File: src/hdl/irq_defines.svh
`ifndef IRQ_DEFINES_SVH
`define IRQ_DEFINES_SVH

// Byte offsets on the register bus
`define OFS_CPU_STATUS   5'h00
`define OFS_CORE_CONTROL 5'h04
`define OFS_INTCON_ONE   5'h08
`define OFS_INTCON_TWO   5'h0c
`define OFS_IFLAGS_FIRST 5'h10
`define OFS_EVT_STATUS   5'h14
`define OFS_EVT_MASK     5'h18

// Field positions
`define PRI_HI    7
`define PRI_LO    5
`define MSB_BIT   3
`define NEST_BIT  15
`define DIV0_BIT  6
`define MATH_BIT  4
`define ADDR_BIT  3
`define STACK_BIT 2
`define OSC_BIT   1
`define ALT_BIT   15
`define TDIS_BIT  14
`define EP_HI     2
`define EP_LO     0
`define EVT_REQ_BIT  0
`define EVT_TRAP_BIT 1

// Implemented bit masks
`define ICON1_MASK 16'h805e
`define ICON2_MASK 16'h8007
`define INTERRUPT_FLAGS_FIRST_MASK  16'h3fef
`define EVT_MASK   2'h3

// Reset values and constants
`define RST16     16'h0000
`define RST_PRI   3'h0
`define RST_EVT   2'h0
`define PRI_TOP   3'h7
`define ZERO_PAD  16'h0000

`endif

File: src/hdl/irq_pkg.sv
package irq_pkg;

    typedef struct packed {
        logic div0;
        logic math;
        logic addr;
        logic stack;
        logic osc;
    } trap_events_s;

    typedef struct packed {
        logic       load;
        logic [3:0] level;
    } core_priority_s;

endpackage

File: src/hdl/ext_edge_detect.sv
`timescale 1ns/10ps
`include "irq_defines.svh"

module ext_edge_detect (
    input  wire logic       clk,
    input  wire logic       srst,
    input  wire logic [2:0] pin,
    input  wire logic [2:0] polarity,
    output logic      [2:0] edge_pulse_r
);
    logic [2:0] s1_r;
    logic [2:0] s2_r;
    logic [2:0] s3_r;
    logic [2:0] lvl_r;
    wire  [2:0] lvl_nxt;
    wire  [2:0] rise;
    wire  [2:0] fall;

    // Level changes only once the two later stages agree
    assign lvl_nxt = (~(s2_r ^ s3_r) & s3_r) | ((s2_r ^ s3_r) & lvl_r);
    assign rise    = lvl_nxt & ~lvl_r;
    assign fall    = ~lvl_nxt & lvl_r;

    always_ff @(posedge clk) begin
        if (srst) begin
            s1_r         <= 3'h0;
            s2_r         <= 3'h0;
            s3_r         <= 3'h0;
            lvl_r        <= 3'h0;
            edge_pulse_r <= 3'h0;
        end else begin
            s1_r         <= pin;
            s2_r         <= s1_r;
            s3_r         <= s2_r;
            lvl_r        <= lvl_nxt;
            edge_pulse_r <= (polarity & fall) | (~polarity & rise);
        end
    end
endmodule

File: src/hdl/cpu_priority_and_trap_status.sv
// How it works
// - Current CPU priority lives in cpu_status bits 7:5, reset to zero.
// - Software writes the priority field while nesting is allowed.
// - Codes 0 to 7 mean levels 0 to 7; level 7 blocks user sources.
// - Priority MSB joins the field into a 4-bit level; set blocks users.
// - Priority MSB at core_control bit 3 reads 1 when level exceeds 7.
// - Software can only clear the priority MSB; it resets to zero.
// - Nesting disable at control one bit 15 makes priority field read-only.
// - Math trap flag at bit 4 of control one sets on a math trap.
// - Stack trap flag at bit 2 sets on stack error trap.
// - Oscillator fail flag at bit 1 sets on oscillator failure trap.
// - Control two bit 15 picks the alternate vector table when 1.
// - Each first-flag bit except 4, 14 and 15 reads 1 once its source requested; reset zero.
// - Flags are set by sources and stay set until software clears them.
// - Flag bits follow natural vector order, external request 0 at bit 0.
`timescale 1ns/10ps
`include "irq_defines.svh"

module cpu_priority_and_trap_status (
    input  wire logic                    clk,
    input  wire logic                    srst,
    input  wire logic [4:0]              address,
    input  wire logic                    read,
    input  wire logic                    write,
    input  wire logic [31:0]             writedata,
    input  wire logic [3:0]              byteenable,
    output logic      [31:0]             readdata,
    output logic                         waitrequest,
    input  wire irq_pkg::trap_events_s   trap_event,
    input  wire irq_pkg::core_priority_s core_priority,
    input  wire logic                    timed_disable_in,
    input  wire logic [15:1]             source_req,
    input  wire logic [2:0]              ext_irq_pin,
    output logic [3:0]                   cpu_priority_level,
    output logic                         user_irq_blocked,
    output logic                         nesting_disable,
    output logic                         alt_table_select,
    output logic [15:0]                  interrupt_flags_first,
    output logic [2:1]                   ext_irq_event,
    output logic                         irq
);
    import irq_pkg::*;

    function automatic logic [15:0] merge16(input logic [15:0] old,
                                            input logic [15:0] wdat,
                                            input logic [1:0]  be);
        merge16 = {be[1] ? wdat[15:8] : old[15:8], be[0] ? wdat[7:0] : old[7:0]};
    endfunction

    logic [2:0]  pri_r;
    logic        msb_r;
    logic [15:0] icon1_r;
    logic [15:0] icon2_r;
    logic        tdis_r;
    logic [15:0] interrupt_flags_first_r;
    logic [1:0]  evt_status_r;
    logic [1:0]  evt_mask_r;
    logic [31:0] readdata_r;
    logic        waitrequest_r;
    logic        blocked_r;
    logic        irq_r;
    logic [2:1]  ext_evt_r;
    logic [2:0]  ext_edge;

    ext_edge_detect u_edge (
        .clk          (clk),
        .srst         (srst),
        .pin          (ext_irq_pin),
        .polarity     (icon2_r[`EP_HI:`EP_LO]),
        .edge_pulse_r (ext_edge)
    );

    // Bus decode
    wire        wr_go     = write && !waitrequest_r;
    wire        hit_sr    = address == `OFS_CPU_STATUS;
    wire        hit_core  = address == `OFS_CORE_CONTROL;
    wire        hit_icon1 = address == `OFS_INTCON_ONE;
    wire        hit_icon2 = address == `OFS_INTCON_TWO;
    wire        hit_interrupt_flags_first  = address == `OFS_IFLAGS_FIRST;
    wire        hit_evt   = address == `OFS_EVT_STATUS;
    wire        hit_msk   = address == `OFS_EVT_MASK;
    wire [1:0]  be16      = byteenable[1:0];
    wire [15:0] wd16      = writedata[15:0];

    // Register images
    wire [15:0] sr_img    = {8'h00, pri_r, 5'h00};
    wire [15:0] core_img  = {12'h000, msb_r, 3'h0};
    wire [15:0] icon2_img = (icon2_r & `ICON2_MASK) | ({15'h0000, tdis_r} << `TDIS_BIT);

    wire [15:0] sr_wr     = merge16(sr_img, wd16, be16);
    wire [15:0] core_wr   = merge16(core_img, wd16, be16);
    wire [15:0] icon1_wr  = merge16(icon1_r, wd16, be16);
    wire [15:0] icon2_wr  = merge16(icon2_r, wd16, be16);
    wire [15:0] interrupt_flags_first_wr   = merge16(interrupt_flags_first_r, wd16, be16);
    wire [15:0] evt_wr    = merge16({14'h0000, evt_status_r}, wd16, be16);
    wire [15:0] msk_wr    = merge16({14'h0000, evt_mask_r}, wd16, be16);

    // Priority field and MSB
    wire        sw_pri_ok = wr_go && hit_sr && !icon1_r[`NEST_BIT];
    wire [2:0]  pri_nxt   = core_priority.load ? core_priority.level[2:0] :
                            sw_pri_ok ? sr_wr[`PRI_HI:`PRI_LO] : pri_r;
    wire        msb_clr   = wr_go && hit_core && !core_wr[`MSB_BIT];
    wire        msb_nxt   = core_priority.load ? core_priority.level[3] :
                            msb_clr ? 1'b0 : msb_r;
    wire        blk_nxt   = msb_nxt || (pri_nxt == `PRI_TOP);

    // Trap flags: hardware set wins over software write
    wire [15:0] trap_set  = ({15'h0000, trap_event.div0}  << `DIV0_BIT)  |
                            ({15'h0000, trap_event.math}  << `MATH_BIT)  |
                            ({15'h0000, trap_event.addr}  << `ADDR_BIT)  |
                            ({15'h0000, trap_event.stack} << `STACK_BIT) |
                            ({15'h0000, trap_event.osc}   << `OSC_BIT);
    wire [15:0] icon1_base = (wr_go && hit_icon1) ? icon1_wr : icon1_r;
    wire [15:0] icon1_nxt = (icon1_base | trap_set) & `ICON1_MASK;

    wire [15:0] icon2_nxt = ((wr_go && hit_icon2) ? icon2_wr : icon2_r) & `ICON2_MASK;

    // First flag register, natural order with external request 0 at bit 0
    wire [15:0] src_set   = {source_req, ext_edge[0]} & `INTERRUPT_FLAGS_FIRST_MASK;
    wire [15:0] interrupt_flags_first_base = (wr_go && hit_interrupt_flags_first) ? interrupt_flags_first_wr : interrupt_flags_first_r;
    wire [15:0] interrupt_flags_first_nxt  = (interrupt_flags_first_base | src_set) & `INTERRUPT_FLAGS_FIRST_MASK;

    // Event status, write one to clear, set wins
    wire [1:0]  evt_set   = {|trap_set, |src_set};
    wire [1:0]  evt_clr   = (wr_go && hit_evt) ? evt_wr[1:0] : 2'h0;
    wire [1:0]  evt_nxt   = ((evt_status_r & ~evt_clr) | evt_set) & `EVT_MASK;
    wire [1:0]  msk_nxt   = (wr_go && hit_msk) ? (msk_wr[1:0] & `EVT_MASK) : evt_mask_r;

    // Read selection, unmapped reads zero
    wire [15:0] rd_val    = hit_sr    ? sr_img :
                            hit_core  ? core_img :
                            hit_icon1 ? (icon1_r & `ICON1_MASK) :
                            hit_icon2 ? icon2_img :
                            hit_interrupt_flags_first  ? interrupt_flags_first_r :
                            hit_evt   ? {14'h0000, evt_status_r} :
                            hit_msk   ? {14'h0000, evt_mask_r} :
                            `ZERO_PAD;

    always_ff @(posedge clk) begin
        if (srst) begin
            pri_r <= `RST_PRI;
            msb_r <= 1'b0;
        end else begin
            pri_r <= pri_nxt;
            msb_r <= msb_nxt;
        end
    end

    always_ff @(posedge clk) begin
        if (srst) begin
            icon1_r <= `RST16;
            icon2_r <= `RST16;
            tdis_r  <= 1'b0;
            interrupt_flags_first_r  <= `RST16;
        end else begin
            icon1_r <= icon1_nxt;
            icon2_r <= icon2_nxt;
            tdis_r  <= timed_disable_in;
            interrupt_flags_first_r  <= interrupt_flags_first_nxt;
        end
    end

    always_ff @(posedge clk) begin
        if (srst) begin
            evt_status_r <= `RST_EVT;
            evt_mask_r   <= `RST_EVT;
            irq_r        <= 1'b0;
        end else begin
            evt_status_r <= evt_nxt;
            evt_mask_r   <= msk_nxt;
            irq_r        <= |(evt_nxt & msk_nxt);
        end
    end

    always_ff @(posedge clk) begin
        if (srst) begin
            blocked_r <= 1'b1;
            ext_evt_r <= 2'h0;
        end else begin
            blocked_r <= blk_nxt;
            ext_evt_r <= ext_edge[2:1];
        end
    end

    // Bus handshake: one wait cycle, answer on the second edge
    always_ff @(posedge clk) begin
        if (srst) begin
            waitrequest_r <= 1'b1;
            readdata_r    <= 32'h0000_0000;
        end else if (waitrequest_r && (read || write)) begin
            waitrequest_r <= 1'b0;
            readdata_r    <= {`ZERO_PAD, rd_val};
        end else begin
            waitrequest_r <= 1'b1;
        end
    end

    assign readdata              = readdata_r;
    assign waitrequest           = waitrequest_r;
    assign cpu_priority_level    = {msb_r, pri_r};
    assign user_irq_blocked      = blocked_r;
    assign nesting_disable       = icon1_r[`NEST_BIT];
    assign alt_table_select      = icon2_r[`ALT_BIT];
    assign interrupt_flags_first = interrupt_flags_first_r;
    assign ext_irq_event         = ext_evt_r;
    assign irq                   = irq_r;
endmodule

File: config.mk
export PLATFORM = sky130hd
export DESIGN_NAME = cpu_priority_and_trap_status
export DESIGN_NICKNAME = d
export VERILOG_FILES = /design/src/hdl/irq_pkg.sv /design/src/hdl/ext_edge_detect.sv /design/src/hdl/cpu_priority_and_trap_status.sv
export VERILOG_INCLUDE_DIRS = /design/src /design/src/hdl
export SDC_FILE = /design/constraint.sdc
export NUM_CORES = 1
export LEC_CHECK = 0
export ABC_AREA = 1
export BUFFER_PORTS_ARGS = -buffer_cell sky130_fd_sc_hd__buf_2
export CORE_UTILIZATION = 51
export CTS_CLUSTER_DIAMETER = 40
export DETAILED_ROUTE_END_ITERATION = 8
export PLACE_DENSITY = 0.85
export SLEW_MARGIN = 20
export SYNTH_ARGS = -nofsm -noshare
export SYNTH_HDL_FRONTEND = slang
export SYNTH_SLANG_ARGS = --single-unit
File: constraint.sdc
create_clock -name clk -period 2.2 [get_ports clk]
set_input_delay 0.11 -clock clk [delete_from_list [all_inputs] [get_ports clk]]
set_output_delay 0.11 -clock clk [all_outputs]
set_load 0.01 [all_outputs]
== Word level (Yosys, flattened, before mapping) ==
Index checks and enable logic that the tools add are counted.

* Logic and storage cells: 97
* Register bits after elaboration: 78
* Input bits: 74

* Equality and inequality tests: 7
* Bitwise operators: 24
* Mux-type cells: 24
* Reduce and logical (&&, ||, !) cells: 22

{| class="wikitable"
|+ Operators with widths
! cell !! count
|-
| 16-bit two-way mux || 5
|-
| 8-bit two-way mux || 4
|-
| 14-bit two-way mux || 2
|-
| 3-bit AND || 6
|-
| 16-bit by 15-bit OR with 16-bit output || 1
|-
| 16-bit by 7-bit OR with 16-bit output || 1
|-
| 16-bit OR reduction || 1
|-
| 5-bit == test, second input constant || 3
|-
| 14-bit OR || 1
|-
| 13-bit OR reduction || 1
|-
| 2-bit two-way mux || 6
|-
| 3-bit inverter || 4
|-
| 1-bit logical AND || 11
|-
| 5-bit by 4-bit == test with 1-bit output, second input constant || 2
|-
| 7-bit by 2-bit OR with 7-bit output || 1
|-
| 7-bit by 3-bit OR with 7-bit output || 1
|-
| 7-bit by 4-bit OR with 7-bit output || 1
|-
| 7-bit by 5-bit OR with 7-bit output || 1
|-
| 3-bit two-way mux || 2
|-
| 6-bit two-way mux || 1
|-
| 3-bit OR || 2
|-
| 5-bit by 3-bit == test with 1-bit output, second input constant || 1
|-
| 5-bit logical NOT || 1
|-
| 2-bit AND || 2
|-
| other kinds (10) || 16
|}

== Longest topological paths before layout ==
* Depth in word-level cells: 9
* Depth in mapped cells: 10
* Gate-level depth less buffers: 10

== Modules after synthesis ==
Synthesis repeated with hierarchy kept, for this count alone.

* Cells, all modules: 437
* Area, all modules: 3096.7 um^2

{| class="wikitable"
|+ Modules (own cells, without submodules)
! module !! area an instance (um^2) !! sequential area each (um^2) !! cells an instance !! instances
|-
| cpu_priority_and_trap_status || 2581.2 || 1061.0 || 373 || 1
|-
| ext_edge_detect || 515.5 || 300.3 || 64 || 1
|}

== Worst setup path before layout ==
No wires, ideal clock.

* Kind: register to register
* Start point: register waitrequest_r, in the netlist waitrequest
* End point: register blocked_r, in the netlist user_irq_blocked
* Data arrival time: 1.227 ns
* Buffers on the path: 0
* Clock period less this slack: 1.340 ns
* Slack: 0.860 ns
* Stages on the path, launching flop included: 11
* Cells stage by stage: dfxtp_1 inv_1 nand3_2 nor2_1 nand2_1 nand2_1 nand3_1 o21ai_2 nor2_1 nand2_1 nand2_1

* Cells in the longest elaborated chain, start to end: 8
* Elaborated cells on any way between the ends: 12
* Classes of those cells: 1 x eq/ne; 4 x mux; 7 x reduce/logical

{| class="wikitable"
|+ RTL lines
! element !! line !! RTL
|-
| start, declared || cpu_priority_and_trap_status.sv:59 || <nowiki>logic waitrequest_r;</nowiki>
|-
| start signal, assigned || cpu_priority_and_trap_status.sv:188 || <nowiki>waitrequest_r <= 1'b1;</nowiki>
|-
| start signal, assigned || cpu_priority_and_trap_status.sv:191 || <nowiki>waitrequest_r <= 1'b0;</nowiki>
|-
| start signal, assigned || cpu_priority_and_trap_status.sv:194 || <nowiki>waitrequest_r <= 1'b1;</nowiki>
|-
| 1-bit logical NOT (*) || cpu_priority_and_trap_status.sv:74 || <nowiki>wire wr_go = write && !waitrequest_r;</nowiki>
|-
| 1-bit logical AND (*) || cpu_priority_and_trap_status.sv:74 ||
|-
| 1-bit logical AND (2 in series) || cpu_priority_and_trap_status.sv:99 || <nowiki>wire sw_pri_ok = wr_go && hit_sr && !icon1_r[`NEST_BIT];</nowiki>
|-
| 3-bit two-way mux || cpu_priority_and_trap_status.sv:101 || <nowiki>sw_pri_ok ? sr_wr[`PRI_HI:`PRI_LO] : pri_r;</nowiki>
|-
| 3-bit two-way mux || cpu_priority_and_trap_status.sv:100 || <nowiki>wire [2:0] pri_nxt = core_priority.load ? core_priority.level[2:0] :</nowiki>
|-
| 3-bit == test (no line) || n/a ||
|-
| 1-bit logical OR (*) || cpu_priority_and_trap_status.sv:105 || <nowiki>wire blk_nxt = msb_nxt || (pri_nxt == `PRI_TOP);</nowiki>
|-
| end signal, assigned || cpu_priority_and_trap_status.sv:180 || <nowiki>blocked_r <= blk_nxt;</nowiki>
|-
| end, declared || cpu_priority_and_trap_status.sv:60 || <nowiki>logic blocked_r;</nowiki>
|}

Mark *: on every way between the ends. The rest lies on a longest branch, timed or not.
A chain may end at the register's enable or synchronous reset.

== Worst setup path after layout ==
Ends and elaborated chain as after synthesis.

==> impl_results.md <==
* Setup WS pre-CTS at 0.6447 ns
* Total negative slack at 0 ns
* Met3 Use GR at 5.114%
* Combinational Power Share at 11.8%
* Hold Vio Cnt, Final at 0
* Post-synth EDFFs at 0
* I/O pin cnt at 133
* Synth Area in Simple Gates at 27.13%
* Vias in the first global route at 2724
* Leak at 2.035 nW
* Clock power share at 40.5%
* Seq cells post-synth at 68
* Final Wtd Congestion at 0.9106
* CTS Buf Count at 9
* Final setup skew at 0.01080 ns
* DIE WIDTH at 80.54 µm
* Post-synthesis xor/xnor area fraction at 0%
* Diode count at 0
* Dpl hpwl at 5.840 mm
* Final core utilization at 65.30%
* Worst r2r dst: user_irq_blocked$_SDFF_PP1_
* Initial antenna violation count at 0
* Post-route cell area at 3866 µm²
* Fmax at 0.6344 GHz
* Antenna Violating Nets Remaining at 0
* RR Startpoint: waitrequest$_SDFF_PP1_
* Root Buffer: clkbuf_8
* Die height at 80.54 µm
* Asr flop ratio synth at 0%
* Worst-path clk slew at 0.07 ns
* Pins over their slew limit at 0
* Max capacitance violation total at 0
* Internal Power at 2.047 mW
* Post-cts resize count at 0
* Power per cell area at 712.4 nW/µm²
* Worst Hold End: pri_r[0]$_SDFF_PP0_
* Worst-Skew Late Latency at 0.35 ns
* Sw Share at 25.67%
* Routed WL per cell at 12.31 µm
* Mux cell area share after synthesis at 0%
* Area post-placement at 3581 µm²
* Port bufs at 91
* Syn Inst Count at 442
* Adder-cell share of the synthesized area at 0%
* Seq/Total Area, Yosys at 43.28%
* Total gr overflow at 0
* Clock Path Buffers at 2
* WL final at 7.655 mm
* Initial drt markers at 229
* Status: complete, no violations
* Row Count at 28
* GR Layer Usage met2 at 42.97%
* CTS H-tree depth at 3
* Hold crit path type: in -> reg
* Slew headroom at 63.30%
* RSZ-0062 raised after global routing: false
* Minimum clock period at 1.576 ns
* Met1 GRT Util at 28.99%
* Pin count of the biggest net entering global routing at 36
* Starting density of the core at 53.13%
* Yosys cell types at 36
* TritonRoute pass-1 iters at 5
* Startpoint Class: register
* Crit-path cells: inv_1 -> nand3_2 -> nor2_1 -> nand2_1 -> nand2_1 -> nand3_1 -> o21ai_2 -> nor2_1 -> nand2_1 -> nand2_1
* Slew @ Worst Pin at 0.5499 ns
* Synthesized area at 3146 µm²
* Synth warnings at 0
* CP required at 2.45 ns
* R2R depth at 10
* Nets at 616
* Crit Path Class: reg -> reg
* TritonCTS clock tree: yes
* Area Growth Syn to Fin at 22.91%
* GRT Overall Usage at 25.13%
* VDD IR max at 476.9 µV
* Placeable Area at 5921 µm²
* DRC at 0
* Most common cell after layout, fill and taps aside: buf_2
* PnR worst setup slack at 0.6238 ns
* Sequential Power Share at 47.7%
* Min Hold Slack at 0.01091 ns
* Avg Vias per Cell at 4.949
* Reg2reg setup slack at 0.62 ns
* Die area at 6486 µm²
* Most frequent cells in the layout: 91 x buf_2, 77 x nand2_1, 73 x inv_1
* Via count at 3078
* First-pass GRT wire length at 12.01 mm
* Final Setup Violations at 0
* Switching power at 707.1 µW
* Compound-gate portion of the synthesized area at 13.52%
* Main combinational cell family by area after synthesis: simple AND/OR/NAND/NOR gates
* Mapped Avg Cell Area at 7.117 µm²
* Hold Crit Depth at 3
* Grt peak-use layer: met2
* Worst-path fanout max at 7
* Arrival time worst endpoint at 1.83 ns
* Most common cell type on the critical path: nand2_1
* Slowest stage cell on the critical path: dfxtp_1
* CTS Sinks at 68
* Hold path start: core_priority[0]
* Crit. End Element: register
* Share of cells above drive strength 1 at 23.77%
* Critical Path Max Stage Delay at 0.31 ns
* Main synth FF type: dfxtp_1
* Period utilization at 71.65%
-- cell type report --
class                           instances  area, µm²
Clock buffer                           10      127.6
Multi-Input combinational cell        284       1350
Inverter                               77      290.3
Clock inverter                          6      87.58
Fill cell                             522       2054
Sequential cell                        68       1361
Timing Repair Buffer                  102      555.5
Tap cell                               75      93.84
-- through the flow --
stage               instances  total power [mW]
floorplan                 460             1.548
global placement          599             1.643
detailed placement        599             1.653
CTS                       622             2.768
global route              622             2.867
finish                    622             2.754
-- cell families (layout without fill, tap and decap cells) --
group / after synthesis / after routing
AO/OA/AOI/OAI: 79 / 79
buffers and inverters: 108 / 195
flip-flops: 68 / 68
other: 1 / 19
AND/OR/NAND/NOR: 186 / 186
-- power by group through the flow --
| stage | clock (mW) | combinational, mW | sequential, mW |
|---|---|---|---|
| 2_1_floorplan | 0 | 0.195 | 1.35 |
| 6_report | 1.12 | 0.324 | 1.31 |
| 3_5_place_dp | 0 | 0.312 | 1.34 |
| 5_1_grt | 1.18 | 0.364 | 1.32 |
| 4_1_cts | 1.13 | 0.323 | 1.31 |
| 3_3_place_gp | 0 | 0.303 | 1.34 |
-- worst max path at each step --
stage                                       from                     endpoint  slack (ns)  depth (start not counted)
after global placement    waitrequest$_SDFF_PP1_  user_irq_blocked$_SDFF_PP1_        0.73                         10
after CTS                 waitrequest$_SDFF_PP1_  user_irq_blocked$_SDFF_PP1_        0.62                         10
final                     waitrequest$_SDFF_PP1_  user_irq_blocked$_SDFF_PP1_        0.62                         10
after floorplan           waitrequest$_SDFF_PP1_  user_irq_blocked$_SDFF_PP1_        0.86                         10
after global routing      waitrequest$_SDFF_PP1_  user_irq_blocked$_SDFF_PP1_        0.41                         10
after detailed placement  waitrequest$_SDFF_PP1_  user_irq_blocked$_SDFF_PP1_        0.64                         10
-- routing by layer --
metal	vias to the layer above	share of wire, %	routed length (µm)
met5	-	0	0
met4	0	2.8	217
met3	22	7.3	560
met2	130	47	3606
met1	1371	43	3271
li1	1555	-	-
-- flip-flops by register name (all words and copies together), names as in the netlist --
name and flops:
tdis_r 1, evt_mask_r 2, pri_r 3, waitrequest 1
evt_status_r 2, u_edge.edge_pulse_r 3, ext_irq_event 2, interrupt_flags_first 13
u_edge.lvl_r 3, user_irq_blocked 1, icon2_r 4, msb_r 1
icon1_r 6, u_edge.s2_r 3, u_edge.s3_r 3, u_edge.s1_r 3
irq 1, readdata 16
-- cells in the mapped netlist (2+ instances only) --
master | number | area [µm²]
o21bai_1 | 2 | 15.01
inv_1 | 73 | 274.0
nor3_1 | 8 | 40.04
nand4_1 | 6 | 37.54
nand3_1 | 22 | 110.1
buf_4 | 21 | 157.7
a31oi_1 | 4 | 25.02
nand2_2 | 2 | 12.51
buf_6 | 2 | 22.52
o21ai_1 | 5 | 25.02
and2_1 | 2 | 12.51
o21ai_0 | 27 | 135.1
dfxtp_1 | 68 | 1361
o31ai_1 | 5 | 37.54
nor2_2 | 4 | 25.02
a21oi_1 | 33 | 165.2
clkbuf_1 | 7 | 26.28
nand2_1 | 77 | 289.0
inv_2 | 3 | 11.26
nor2_1 | 52 | 195.2
nor4_1 | 2 | 12.51
nor2_4 | 3 | 33.78
-- critical path: cells and delay by family, from the launching register on --
| kind | cells | cell delay (ns) |
|---|---|---|
| compound gates | 1 | 0.10 |
| flops | 1 | 0.31 |
| buf+inv | 1 | 0.10 |
| simple gates | 8 | 0.98 |
-- repair_timing --
action,CTS,global route
endpoints found under the hold margin,7,0
setup buffers,0,0
hold buffers,7,0
Note: power is estimated with default switching activity, not from simulation.
